$ cat src/verilog/spmc_pkg.sv
// constants for the serial port modem control block
package spmc_pkg;

  localparam int unsigned ADDR_W = 8;
  localparam int unsigned DATA_W = 32;

  // register byte addresses
  localparam logic [7:0] OFS_MODEM_CONTROL = 8'h00;
  localparam logic [7:0] OFS_MODEM_STATUS = 8'h04;
  localparam logic [7:0] OFS_STRAP = 8'h08;
  localparam logic [7:0] OFS_INT_STATUS = 8'h0c;
  localparam logic [7:0] OFS_INT_ENABLE = 8'h10;
  localparam logic [7:0] OFS_INT_CLEAR = 8'h14;

  // modem control fields
  localparam int unsigned CTL_W = 5;
  localparam int unsigned CTL_TERM_READY = 0;
  localparam int unsigned CTL_REQ_SEND = 1;
  localparam int unsigned CTL_AUX1 = 2;
  localparam int unsigned CTL_AUX2 = 3;
  localparam int unsigned CTL_LOOPBACK = 4;
  localparam logic [4:0] CTL_RESET = 5'h00;

  // modem status fields, 1 means asserted
  localparam int unsigned STS_W = 4;
  localparam int unsigned STS_CLEAR_TO_SEND = 0;
  localparam int unsigned STS_DATA_SET_READY = 1;
  localparam int unsigned STS_RING = 2;
  localparam int unsigned STS_CARRIER = 3;
  localparam logic [3:0] STS_RESET = 4'h0;

  // interrupt layout: same bit order as modem status
  localparam int unsigned INT_W = 4;
  localparam logic [3:0] INT_RESET = 4'h0;

  // strap capture fields
  localparam int unsigned STRAP_W = 3;
  localparam int unsigned STRAP_A = 0;
  localparam int unsigned STRAP_B = 1;
  localparam int unsigned STRAP_C = 2;
  localparam logic [2:0] STRAP_RESET = 3'h0;

  localparam logic [31:0] DATA_ZERO = 32'h0000_0000;

endpackage

$ cat src/verilog/spmc_modem_ctrl.sv
// modem control and status pins of serial port one, with apb registers
////////////////////////////////////////////////////////////////////////////////
// What this block does
// - low carrier detect means carrier present; readable in modem status register.
// - low ring indicate means ring received; readable in modem status register.
// - low clear-to-send means partner accepts data; shown in modem status register.
// - low data-set-ready means partner ready for link; shown in status register.
// - terminal-ready output driven low while its control bit is 1.
// - request-to-send output driven low while its control bit is 1.
// - both outputs held high after master reset and during loopback.
// - serial transmit output forced to marking level 1 after master reset.
// - during host bus reset, three pins released and read as strap inputs.
//
// The APB register port and the address map were decided locally.
module spmc_modem_ctrl (
  input wire logic pclk,
  input wire logic presetn,
  input wire logic lreset_n,
  input wire logic [7:0] paddr,
  input wire logic psel,
  input wire logic penable,
  input wire logic pwrite,
  input wire logic [31:0] pwdata,
  output logic [31:0] prdata,
  output logic pready,
  output logic pslverr,
  input wire logic carrier_detect_n,
  input wire logic ring_indicate_n,
  input wire logic clear_to_send_n,
  input wire logic data_set_ready_n,
  output logic terminal_ready_n,
  output logic terminal_ready_n_oe,
  input wire logic terminal_ready_n_in,
  output logic request_to_send_n,
  output logic request_to_send_n_oe,
  input wire logic request_to_send_n_in,
  input wire logic tx_serial_data,
  output logic serial_tx_out,
  output logic serial_tx_out_oe,
  input wire logic serial_tx_out_in,
  output logic strap_option_a,
  output logic strap_option_b,
  output logic strap_option_c,
  output logic irq
);

  ////////////////////////////////////////////////////////////////////////////////
  // state

  logic [4:0] modem_control_reg;
  logic [3:0] modem_status_reg;
  logic [3:0] modem_status_next;
  logic [3:0] pin_status;
  logic [3:0] loop_status;
  logic [3:0] int_status_reg;
  logic [3:0] int_status_next;
  logic [3:0] int_enable_reg;
  logic [3:0] events;
  logic [2:0] strap_reg;
  logic lreset_q_reg;
  logic pready_reg;
  logic pslverr_reg;
  logic [31:0] prdata_reg;
  logic [31:0] read_word;
  logic irq_reg;
  logic term_ready_n_reg;
  logic req_send_n_reg;
  logic tx_out_reg;
  logic pins_oe_reg;
  logic access;
  logic wait_phase;
  logic wr_commit;
  logic wr_control;
  logic wr_enable;
  logic wr_clear;
  logic loopback;
  logic strap_window;

  // change detect: level changes on three inputs, ring only when it ends
  function automatic logic [3:0] spmc_events(input logic [3:0] prev, input logic [3:0] cur);
    logic [3:0] ev;
    ev = prev ^ cur;
    ev[spmc_pkg::STS_RING] = prev[spmc_pkg::STS_RING] & ~cur[spmc_pkg::STS_RING];
    return ev;
  endfunction

  // address decode for the error answer; the read mux decodes with its own case
  function automatic logic spmc_mapped(input logic [7:0] a);
    return (a == spmc_pkg::OFS_MODEM_CONTROL) || (a == spmc_pkg::OFS_MODEM_STATUS) ||
           (a == spmc_pkg::OFS_STRAP) || (a == spmc_pkg::OFS_INT_STATUS) ||
           (a == spmc_pkg::OFS_INT_ENABLE) || (a == spmc_pkg::OFS_INT_CLEAR);
  endfunction

  // active low handshake, held idle in loopback so the modem sees no self test
  function automatic logic spmc_handshake_n(input logic ctl_bit, input logic loop);
    return ~(ctl_bit & ~loop);
  endfunction

  ////////////////////////////////////////////////////////////////////////////////
  // register read mux

  always_comb begin
    read_word = spmc_pkg::DATA_ZERO;
    case (paddr)
      spmc_pkg::OFS_MODEM_CONTROL: read_word = {27'h0, modem_control_reg};
      spmc_pkg::OFS_MODEM_STATUS: read_word = {28'h0, modem_status_reg};
      spmc_pkg::OFS_STRAP: read_word = {29'h0, strap_reg};
      spmc_pkg::OFS_INT_STATUS: read_word = {28'h0, int_status_reg};
      spmc_pkg::OFS_INT_ENABLE: read_word = {28'h0, int_enable_reg};
      default: read_word = spmc_pkg::DATA_ZERO;
    endcase
  end

  ////////////////////////////////////////////////////////////////////////////////
  // apb slave: one wait state, pready from a flip-flop

  assign access = psel & penable;
  assign wait_phase = access & ~pready_reg;
  assign wr_commit = access & pready_reg & pwrite;
  assign wr_control = wr_commit & (paddr == spmc_pkg::OFS_MODEM_CONTROL);
  assign wr_enable = wr_commit & (paddr == spmc_pkg::OFS_INT_ENABLE);
  assign wr_clear = wr_commit & (paddr == spmc_pkg::OFS_INT_CLEAR);

  always_ff @(posedge pclk or negedge presetn) begin
    if (!presetn) begin
      pready_reg <= 1'b0;
    end else begin
      pready_reg <= wait_phase;
    end
  end

  // refusal decided in the wait cycle so it stands together with pready
  always_ff @(posedge pclk or negedge presetn) begin
    if (!presetn) begin
      pslverr_reg <= 1'b0;
    end else begin
      pslverr_reg <= wait_phase & ~spmc_mapped(paddr);
    end
  end

  always_ff @(posedge pclk or negedge presetn) begin
    if (!presetn) begin
      prdata_reg <= spmc_pkg::DATA_ZERO;
    end else if (wait_phase && !pwrite) begin
      prdata_reg <= read_word;
    end else begin
      prdata_reg <= spmc_pkg::DATA_ZERO;
    end
  end

  ////////////////////////////////////////////////////////////////////////////////
  // modem control and interrupt enable registers

  always_ff @(posedge pclk or negedge presetn) begin
    if (!presetn) begin
      modem_control_reg <= spmc_pkg::CTL_RESET;
    end else if (wr_control) begin
      modem_control_reg <= pwdata[spmc_pkg::CTL_W-1:0];
    end
  end

  always_ff @(posedge pclk or negedge presetn) begin
    if (!presetn) begin
      int_enable_reg <= spmc_pkg::INT_RESET;
    end else if (wr_enable) begin
      int_enable_reg <= pwdata[spmc_pkg::INT_W-1:0];
    end
  end

  ////////////////////////////////////////////////////////////////////////////////
  // modem status

  assign loopback = modem_control_reg[spmc_pkg::CTL_LOOPBACK];

  // pins are active low; a status bit reads 1 for an asserted condition
  always_comb begin
    pin_status[spmc_pkg::STS_CLEAR_TO_SEND] = ~clear_to_send_n;
    pin_status[spmc_pkg::STS_DATA_SET_READY] = ~data_set_ready_n;
    pin_status[spmc_pkg::STS_RING] = ~ring_indicate_n;
    pin_status[spmc_pkg::STS_CARRIER] = ~carrier_detect_n;
  end

  // self test: handshakes come back from the control bits, not the modem
  always_comb begin
    loop_status[spmc_pkg::STS_CLEAR_TO_SEND] = modem_control_reg[spmc_pkg::CTL_REQ_SEND];
    loop_status[spmc_pkg::STS_DATA_SET_READY] = modem_control_reg[spmc_pkg::CTL_TERM_READY];
    loop_status[spmc_pkg::STS_RING] = modem_control_reg[spmc_pkg::CTL_AUX1];
    loop_status[spmc_pkg::STS_CARRIER] = modem_control_reg[spmc_pkg::CTL_AUX2];
  end

  assign modem_status_next = loopback ? loop_status : pin_status;

  always_ff @(posedge pclk or negedge presetn) begin
    if (!presetn) begin
      modem_status_reg <= spmc_pkg::STS_RESET;
    end else begin
      modem_status_reg <= modem_status_next;
    end
  end

  ////////////////////////////////////////////////////////////////////////////////
  // interrupts: sticky, new event wins over a clear in the same cycle

  assign events = spmc_events(modem_status_reg, modem_status_next);

  always_comb begin
    int_status_next = int_status_reg;
    if (wr_clear) begin
      int_status_next = int_status_next & ~pwdata[spmc_pkg::INT_W-1:0];
    end
    int_status_next = int_status_next | events;
  end

  always_ff @(posedge pclk or negedge presetn) begin
    if (!presetn) begin
      int_status_reg <= spmc_pkg::INT_RESET;
    end else begin
      int_status_reg <= int_status_next;
    end
  end

  // built from the next status so irq rises on the same edge as its bit
  always_ff @(posedge pclk or negedge presetn) begin
    if (!presetn) begin
      irq_reg <= 1'b0;
    end else begin
      irq_reg <= |(int_status_next & int_enable_reg);
    end
  end

  ////////////////////////////////////////////////////////////////////////////////
  // pin drivers

  always_ff @(posedge pclk or negedge presetn) begin
    if (!presetn) begin
      term_ready_n_reg <= 1'b1;
    end else begin
      term_ready_n_reg <= spmc_handshake_n(modem_control_reg[spmc_pkg::CTL_TERM_READY], loopback);
    end
  end

  always_ff @(posedge pclk or negedge presetn) begin
    if (!presetn) begin
      req_send_n_reg <= 1'b1;
    end else begin
      req_send_n_reg <= spmc_handshake_n(modem_control_reg[spmc_pkg::CTL_REQ_SEND], loopback);
    end
  end

  // line held marking in loopback so the far end sees no self-test traffic
  always_ff @(posedge pclk or negedge presetn) begin
    if (!presetn) begin
      tx_out_reg <= 1'b1;
    end else begin
      tx_out_reg <= tx_serial_data | loopback;
    end
  end

  ////////////////////////////////////////////////////////////////////////////////
  // straps: pins released while the host bus reset is low

  always_ff @(posedge pclk or negedge presetn) begin
    if (!presetn) begin
      lreset_q_reg <= 1'b0;
    end else begin
      lreset_q_reg <= lreset_n;
    end
  end

  always_ff @(posedge pclk or negedge presetn) begin
    if (!presetn) begin
      pins_oe_reg <= 1'b0;
    end else begin
      pins_oe_reg <= lreset_n;
    end
  end

  // enables lag lreset_n by one edge, so the pins are still released when sampled
  assign strap_window = lreset_n & ~lreset_q_reg;

  always_ff @(posedge pclk or negedge presetn) begin
    if (!presetn) begin
      strap_reg <= spmc_pkg::STRAP_RESET;
    end else if (strap_window) begin
      strap_reg[spmc_pkg::STRAP_A] <= terminal_ready_n_in;
      strap_reg[spmc_pkg::STRAP_B] <= request_to_send_n_in;
      strap_reg[spmc_pkg::STRAP_C] <= serial_tx_out_in;
    end
  end

  ////////////////////////////////////////////////////////////////////////////////
  // outputs

  assign prdata = prdata_reg;
  assign pready = pready_reg;
  assign pslverr = pslverr_reg;
  assign terminal_ready_n = term_ready_n_reg;
  assign request_to_send_n = req_send_n_reg;
  assign serial_tx_out = tx_out_reg;
  assign terminal_ready_n_oe = pins_oe_reg;
  assign request_to_send_n_oe = pins_oe_reg;
  assign serial_tx_out_oe = pins_oe_reg;
  assign strap_option_a = strap_reg[spmc_pkg::STRAP_A];
  assign strap_option_b = strap_reg[spmc_pkg::STRAP_B];
  assign strap_option_c = strap_reg[spmc_pkg::STRAP_C];
  assign irq = irq_reg;

endmodule

$ cat config.mk
export PLATFORM = sky130hd
export DESIGN_NAME = spmc_modem_ctrl
export DESIGN_NICKNAME = d
export VERILOG_FILES = /design/src/verilog/spmc_pkg.sv /design/src/verilog/spmc_modem_ctrl.sv
export SDC_FILE = /design/constraint.sdc
export NUM_CORES = 1
export LEC_CHECK = 0
export BUFFER_PORTS_ARGS = -buffer_cell sky130_fd_sc_hd__buf_2
export CAP_MARGIN = 20
export CORE_MARGIN = 4
export CORE_UTILIZATION = 47
export DETAILED_ROUTE_END_ITERATION = 16
export PLACE_DENSITY = 0.84
export SLEW_MARGIN = 30
export SYNTH_ARGS = -nofsm -noshare
export SYNTH_HDL_FRONTEND = slang
export SYNTH_SLANG_ARGS = --single-unit
$ cat constraint.sdc
create_clock -name pclk -period 3.8 [get_ports pclk]
set_input_delay 0.76 -clock pclk [delete_from_list [all_inputs] [get_ports pclk]]
set_output_delay 0.76 -clock pclk [all_outputs]
set_load 0.1 [all_outputs]
# After elaboration in Yosys (flattened, before gate mapping)
# Index checks and enable logic that the tools add are counted.
[totals] regBits=59 inputBits=54 out_inout_bits=44 elab_cells=60
[classes] n_eq_ne=5 mux=4 bitwise=29 reduce_logical=9
[op_table] op="case mux 5 bit (5 select lines)" n=1
[op_table] op="equality test 8 x 4 -> 1 bit (second input constant)" n=2
[op_table] op="equality test 8 x 5 -> 1 bit (second input constant)" n=2
[op_table] op="bitwise AND 1 bit" n=12
[op_table] op="inverter 1 bit" n=11
[op_table] op="bitwise AND 4 bit" n=2
[op_table] op="equality test 8 x 3 -> 1 bit (second input constant)" n=1
[op_table] op="zero test 8 bit" n=1
[op_table] op="two-way mux 4 bit" n=2
[op_table] op="logical OR 1 bit" n=5
[op_table] op="two-way mux 5 bit" n=1
[op_table] op="inverter 4 bit" n=1
[op_table] op="OR 4 bit" n=1
[op_table] op="OR reduction 4 bit" n=1
[op_table] op="bitwise XOR 4 bit" n=1
[op_table] op="logical AND 1 bit" n=1
[op_table] op="zero test 1 bit" n=1
[op_table] op="OR 1 bit" n=1

# Depth between registers and ports, before layout
# Gate-level depths: netlist of the first run.
[logic_depth] word_depth=8 depth_mapped=6 mapped_depth_nobuf=5

# Least setup slack after synthesis of the first run
# No wires, ideal clock.
[synth_path] path_type="input -> register" from="input paddr[0]" to="register int_enable_reg[0]" t_arrival_ps=2115 t_required_ps=3673 setup_slack_ps=1558 path_stages=4 cell_sequence="or4_4 -> nor4_4 -> and2_4 -> mux2_1"
[synth_via] elab_chain_cells=2
[synth_lines] item="from (decl)" line_no="spmc_modem_ctrl.sv:19" text="input wire logic [7:0] paddr,"
[synth_lines] item="equality test 8 x 5 -> 1 bit" line_no="spmc_modem_ctrl.sv:121" text="assign wr_enable = wr_commit & (paddr == spmc_pkg::OFS_INT_ENABLE);"
[synth_lines] item="bitwise AND 1 bit" line_no="spmc_modem_ctrl.sv:121"
[synth_lines] item="to (signal assigned)" line_no="spmc_modem_ctrl.sv:164" text="int_enable_reg <= spmc_pkg::INT_RESET;"
[synth_lines] item="to (signal assigned)" line_no="spmc_modem_ctrl.sv:166" text="int_enable_reg <= pwdata[spmc_pkg::INT_W-1:0];"
[synth_lines] item="to (decl)" line_no="spmc_modem_ctrl.sv:57" text="logic [3:0] int_enable_reg;"
# No other way between the ends.
# A chain may end at the register's enable or synchronous reset.

# Worst setup path after layout of the first run
[layout_path] from="input paddr[0]" to="register int_enable_reg[1]"
# The elaborated chain is that of the path after synthesis.

==> results of run 1 <==
==> cell type report <==
cell class | instances | area (um^2)
Fill cell | 308 | 1480
Inverter | 7 | 26.3
Timing Repair Buffer | 43 | 215
Multi-Input combinational cell | 118 | 773
Tap cell | 46 | 57.6
Clock buffer | 8 | 90.1
Sequential cell | 32 | 805
==> how the worst max path moves through the flow <==
stage / startpoint / to
after global routing: paddr[0] / int_enable_reg[0]
after detailed placement: paddr[0] / int_enable_reg[1]
after CTS: paddr[0] / int_enable_reg[1]
after floorplan: paddr[0] / int_enable_reg[0]
final: paddr[0] / int_enable_reg[1]
after global placement: paddr[0] / int_enable_reg[0]
==> cell families after synthesis <==
kind of cell / after synthesis / share of synthesized area [%]
buf+inv: 40 / 15.0
flops: 32 / 46.2
mux: 18 / 11.8
other cells: 1 / 0.215
xor+xnor: 3 / 1.51
compound gates: 24 / 9.20
simple gates: 46 / 16.1
==> routing by layer <==
metal / up-vias / track usage, % / wire length, um
met5: - / 0 / 0
met4: 0 / 6.08 / 44
met3: 8 / 4.21 / 308
met2: 51 / 26.9 / 1720
met1: 591 / 18.8 / 1370
li1: 589 / - / -
==> through the flow <==
stage	power, W	util (%)	setup WS [ns]
5_1_grt	0.000901	57.1	1.61
3_5_place_dp	0.000610	54.5	1.36
6_report	0.000871	57.1	1.66
3_3_place_gp	0.000608	54.5	1.38
4_1_cts	0.000873	57.1	1.66
2_1_floorplan	0.000594	-	1.56
==> worst reg2reg max path: cells and delay by family (launching register included) <==
kind             cells  cell delay (ns)
flip-flops           1             0.57
AO/OA/AOI/OAI        1             0.34
multiplexers         1             0.32
XOR/XNOR             1             0.12
AND/OR/NAND/NOR      1             0.12
==> where the power goes <==
part	total, W	switching [W]	internal, W
combinational	0.000246	0.000215	0.0000307
clock	0.000267	0.000120	0.000148
sequential	0.000358	0.00000671	0.000351
==> cell usage in the layout, fill, tap and decap left out, types with 6 or more instances in the layout <==
cell and n:
sky130_fd_sc_hd__dfrtp_1 29, sky130_fd_sc_hd__inv_1 7, sky130_fd_sc_hd__conb_1 27, sky130_fd_sc_hd__o21ai_0 11
sky130_fd_sc_hd__nand2_1 17, sky130_fd_sc_hd__buf_2 43, sky130_fd_sc_hd__clkbuf_8 6, sky130_fd_sc_hd__mux2_2 6
sky130_fd_sc_hd__mux2i_1 7
==> run_results.csv, run 1 <==
group,metric,value,unit
worst_setup_path,critical_path.endpoint_type,"register",
worst_setup_path,maximum_net_fanout_on_the_critical_path,4,
worst_setup_path,cp_slowest_cell,"sky130_fd_sc_hd__or4_4",
placement,detailed_place.area,1880,um^2
cts,clk_latency,0.28,ns
yosys,synth.area.top_cells,"sky130_fd_sc_hd__dfrtp_1 (42%), sky130_fd_sc_hd__buf_4 (13%), sky130_fd_sc_hd__dfstp_2 (4.5%), sky130_fd_sc_hd__mux2i_1 (4.0%), sky130_fd_sc_hd__mux2_2 (3.9%)",
finish,nets,261,
min_path,hp-class,"reg -> reg",
cts,cts-buffers-inserted,5,
worst_setup_path,r2r-start,"modem_control_reg[4]",
cts,cts_tree,"yes",
grt,grt_antenna_before_repair,0,
timing,clock.fmax,0.467,GHz
detailed_routing,first_iter_violations,79,
worst_setup_path,crit_required,3.96,ns
cts,postCtsSetupRepairBufs,0,
timing,skew,0.00434,ns
timing,period_minus_slack,2.14,ns
finish,finish.instance_area,1970,um^2
cts,cts.htree.levels,2,
yosys,ys_top_cells_by_count,"sky130_fd_sc_hd__buf_4 (29), sky130_fd_sc_hd__dfrtp_1 (29), sky130_fd_sc_hd__nand2_1 (17)",
timing,max_slew_margin,53.4,%
yosys,yosys_most_used_dff,"sky130_fd_sc_hd__dfrtp_1",
power,power_density,443,nW/um^2
yosys,number_of_enable_type_register_cells_in_the_synthesized_netlist,0,
timing,grt_setup_unrepaired,"no",
floorplan,rows,21,
finish,drive_gt1_share,31.7,%
cts,clkTransAtPathRegs,0.06,ns
worst_setup_path,critPathTopFamily,"simple AND/OR/NAND/NOR gates",
worst_setup_path,timing.critical_path.depth,5,
yosys,post_synth.cell_area_avg,10.6,um^2
grt,global_route.overflow_total,0,
worst_setup_path,cpPeakStageDelay,0.57,ns
timing,finalHoldViolCount,0,
finish,fin_cells,254,
cts,ctsRootBufferMaster,"sky130_fd_sc_hd__clkbuf_8",
placement,routabilityCongestion,0.907,
worst_setup_path,cp-start-kind,"input pin",
worst_setup_path,cp_num_buf_inv,1,
floorplan,design.core.area,3440,um^2
timing,post_route_setup_tns,0,ns
yosys,syn_std_cell_area,1740,um^2
floorplan,die_w,68.9,um
floorplan,floorplan.die.height,68.9,um
floorplan,initial_core_util,50.6,%
timing,tightest_slew,0.699,ns
worst_setup_path,r2r.worst_path.cells,4,
cts,number_of_buffers_inserted_by_hold_repair_at_cts,0,
grt,number_of_global_route_vias_before_repair,1220,
yosys,async_reset_ff_share,100,%
finish,n_antenna_cell,0,
cts,sinks_on_the_clock_net,32,
floorplan,full_die_area,4740,um^2
placement,placed_cells_incl_taps,246,
worst_setup_path,critical_path.cell_chain,"buf_2 -> or4_4 -> nor4_4 -> and2_4 -> mux2_1",
placement,hpwlAfterDp,2610,um
timing,hold_ws,0.476,ns
power,ir_drop,0.231,mV
floorplan,io_pins,98,
min_path,holdCritStartpoint,"modem_control_reg[0]",
detailed_routing,drt_wl_total,3440,um
worst_setup_path,crit_type,"in -> reg",
power,leakage,0.967,nW
placement,port_buffers,43,
yosys,yosys_register_bits,32,
yosys,yosysSeqAreaShare,46.2,%
yosys,syn-instance-count,164,
cts,cts_repair_resize_count,0,
timing,timing_max_transition_violations_final,0,
run_status,run_status,"finished, final reports clean",
detailed_routing,route.antenna.remaining_nets,0,
detailed_routing,vias_per_cell,4.88,
yosys,synth_top_area_cell,"sky130_fd_sc_hd__dfrtp_1",
flow_run,cap_violations,0,
worst_setup_path,rr_endpoint,"irq",
grt,gr-usage-all-layers,15.8,%
cts,clock_path_buffers,2,
yosys,synth_cell_types,39,
worst_setup_path,critPathArrivalTime,2.31,ns
timing,setup_violations,0,
detailed_routing,via_count,1239,
grt,grt_max_degree,33,
detailed_routing,drt_pass1_iterations,4,
worst_setup_path,r2r_setup_slack,2.19,ns
detailed_routing,drcViolationCount,0,
min_path,hold-path-cell-count,1,
yosys,yosys_warnings,0,
yosys,synth.top_cell.area_share,41.7,%
timing,min_period_over_period,56.4,%
detailed_routing,drt-wirelength-per-cell,13.5,um
finish,area_delta_synth_final,13.0,%
min_path,hold_end,"terminal_ready_n",
grt,grt_pass1_wl,5420,um
Note: power is estimated with default switching activity, not from simulation.
==> run 2: changes to the inputs <==
--- a/config.mk
+++ b/config.mk
@@ -8,9 +8,9 @@
 export BUFFER_PORTS_ARGS = -buffer_cell sky130_fd_sc_hd__buf_2
 export CAP_MARGIN = 20
 export CORE_MARGIN = 4
-export CORE_UTILIZATION = 47
+export CORE_UTILIZATION = 40
 export DETAILED_ROUTE_END_ITERATION = 16
-export PLACE_DENSITY = 0.84
+export PLACE_DENSITY = 0.76
 export SLEW_MARGIN = 30
 export SYNTH_ARGS = -nofsm -noshare
 export SYNTH_HDL_FRONTEND = slang
==> constraint.sdc (replaced) <==
create_clock -name pclk -period 1.95 [get_ports pclk]
set_input_delay 0.39 -clock pclk [delete_from_list [all_inputs] [get_ports pclk]]
set_output_delay 0.39 -clock pclk [all_outputs]
set_load 0.1 [all_outputs]
==> run_results.csv, run 2 (synthesis results as in run 1) <==
group,metric,value,unit
floorplan,initial_core_util,42.3,%
min_path,hp-class,"in -> async",
worst_setup_path,crit_required,2.10,ns
placement,port_buffers,43,
worst_setup_path,critPathArrivalTime,1.89,ns
worst_setup_path,maximum_net_fanout_on_the_critical_path,3,
floorplan,floorplan.die.height,74.0,um
timing,timing_max_transition_violations_final,0,
cts,clock_path_buffers,2,
cts,number_of_buffers_inserted_by_hold_repair_at_cts,0,
detailed_routing,drcViolationCount,0,
cts,cts_tree,"yes",
floorplan,die_w,74.0,um
cts,clk_latency,0.29,ns
grt,grt_max_degree,33,
worst_setup_path,critical_path.endpoint_type,"register",
power,leakage,0.982,nW
floorplan,design.core.area,4120,um^2
floorplan,rows,23,
placement,dp_slack,-0.0746,ns
detailed_routing,detailroute.wirelength.met3,368,um
worst_setup_path,cp-start-kind,"input pin",
detailed_routing,drt_wl_total,3610,um
detailed_routing,wl_met2,1740,um
worst_setup_path,critical_path.startpoint,"paddr[0]",
flow_run,cap_violations,0,
placement,routabilityCongestion,0.841,
worst_setup_path,rr_endpoint,"irq",
power,ir_drop,0.415,mV
timing,finalHoldViolCount,0,
detailed_routing,drt_pass1_iterations,4,
cts,cts-buffers-inserted,5,
detailed_routing,vias_per_cell,4.77,
grt,grt_pass1_wl,5660,um
timing,hold_ws,0.141,ns
grt,global_route.overflow_total,0,
detailed_routing,highest_layer,"met4",
finish,area_delta_synth_final,14.7,%
timing,min_period_over_period,89.2,%
timing,grt_setup_unrepaired,"no",
timing,skew,0.00349,ns
detailed_routing,via_count,1245,
cts,ctsRootBufferMaster,"sky130_fd_sc_hd__clkbuf_8",
run_status,run_status,"finished, final reports clean",
finish,layout_commonest_cell,"sky130_fd_sc_hd__buf_2",
timing,setup_ws,0.210,ns
worst_setup_path,r2r_setup_slack,0.35,ns
cts,cts.htree.levels,2,
power,power_density,848,nW/um^2
floorplan,full_die_area,5470,um^2
grt,gr-usage-all-layers,14.3,%
finish,layout.cells.most_common_list,"sky130_fd_sc_hd__buf_2 (43), sky130_fd_sc_hd__dfrtp_1 (28), sky130_fd_sc_hd__conb_1 (27)",
finish,n_antenna_cell,0,
cts,postCtsSetupRepairBufs,0,
timing,setup_violations,0,
detailed_routing,drt-wirelength-per-cell,13.8,um
timing,clock.fmax,0.575,GHz
worst_setup_path,crit_type,"in -> reg",
cts,cts_repair_resize_count,0,
worst_setup_path,r2r.worst_path.cells,4,
finish,nets,264,
detailed_routing,first_iter_violations,84,
placement,hpwlAfterDp,2800,um
finish,drive_gt1_share,33.2,%
grt,grt_antenna_before_repair,0,
detailed_routing,route.antenna.remaining_nets,0,
timing,tightest_slew,0.693,ns
timing,max_slew_margin,53.8,%
grt,number_of_global_route_vias_before_repair,1206,
cts,sinks_on_the_clock_net,32,
cts,clkTransAtPathRegs,0.06,ns
floorplan,io_pins,98,
detailed_routing,routedLengthMet1,1410,um
timing,period_minus_slack,1.74,ns
worst_setup_path,r2r-start,"modem_control_reg[4]",
[run 2: layer usage]
metal,global-route usage [%],vias to the layer above
li1,-,602
met1,16.9,587
met2,22.2,47
met3,5.68,9
met4,8.05,0
met5,0,-
[run 2: worst max path at each step]
| stage | slack (ns) | endpoint | cells past startpoint |
|---|---|---|---|
| 3_5_place_dp | -0.07 | irq | 7 |
| 5_1_grt | 0.13 | irq | 7 |
| 3_3_place_gp | -0.1 | irq | 7 |
| 6_report | 0.21 | irq | 7 |
| 2_1_floorplan | 0.08 | int_enable_reg[0] | 4 |
| 4_1_cts | 0.21 | irq | 7 |
[run 2: cell type report]
type / count / area (um^2)
Fill cell: 389 / 2120
Sequential cell: 32 / 806
Multi-Input combinational cell: 118 / 773
Timing Repair Buffer: 46 / 238
Clock buffer: 8 / 90.1
Tap cell: 50 / 62.6
Inverter: 7 / 26.3
[run 2: report_power, final]
group | leakage, nW | switching, W | total [W] | internal (W)
Sequential | 0.394 | 0.0000133 | 0.000698 | 0.000685
Combinational | 0.542 | 0.000420 | 0.000481 | 0.0000615
Clock | 0.0455 | 0.000226 | 0.000513 | 0.000287
Total | 0.982 | 0.000659 | 0.00169 | 0.00103
[run 2: per-stage QoR]
step | setup TNS (ns) | utilization (%) | area [um^2] | cells | power, W
floorplan | 0 | - | 1840 | 190 | 0.00116
global placement | -0.279 | 46.3 | 1910 | 253 | 0.00119
detailed placement | -0.313 | 46.3 | 1910 | 253 | 0.00119
CTS | 0 | 48.5 | 2000 | 261 | 0.00171
global route | 0 | 48.5 | 2000 | 261 | 0.00177
finish | 0 | 48.5 | 2000 | 261 | 0.00169
[run 2: worst max-delay path, cell delays in order]
cell and delay [ns]:
sky130_fd_sc_hd__buf_2 0.10, sky130_fd_sc_hd__or4_4 0.58, sky130_fd_sc_hd__nor4_4 0.27, sky130_fd_sc_hd__buf_4 0.17, sky130_fd_sc_hd__nand2_1 0.09, sky130_fd_sc_hd__o221ai_1 0.19, sky130_fd_sc_hd__nand3_1 0.11
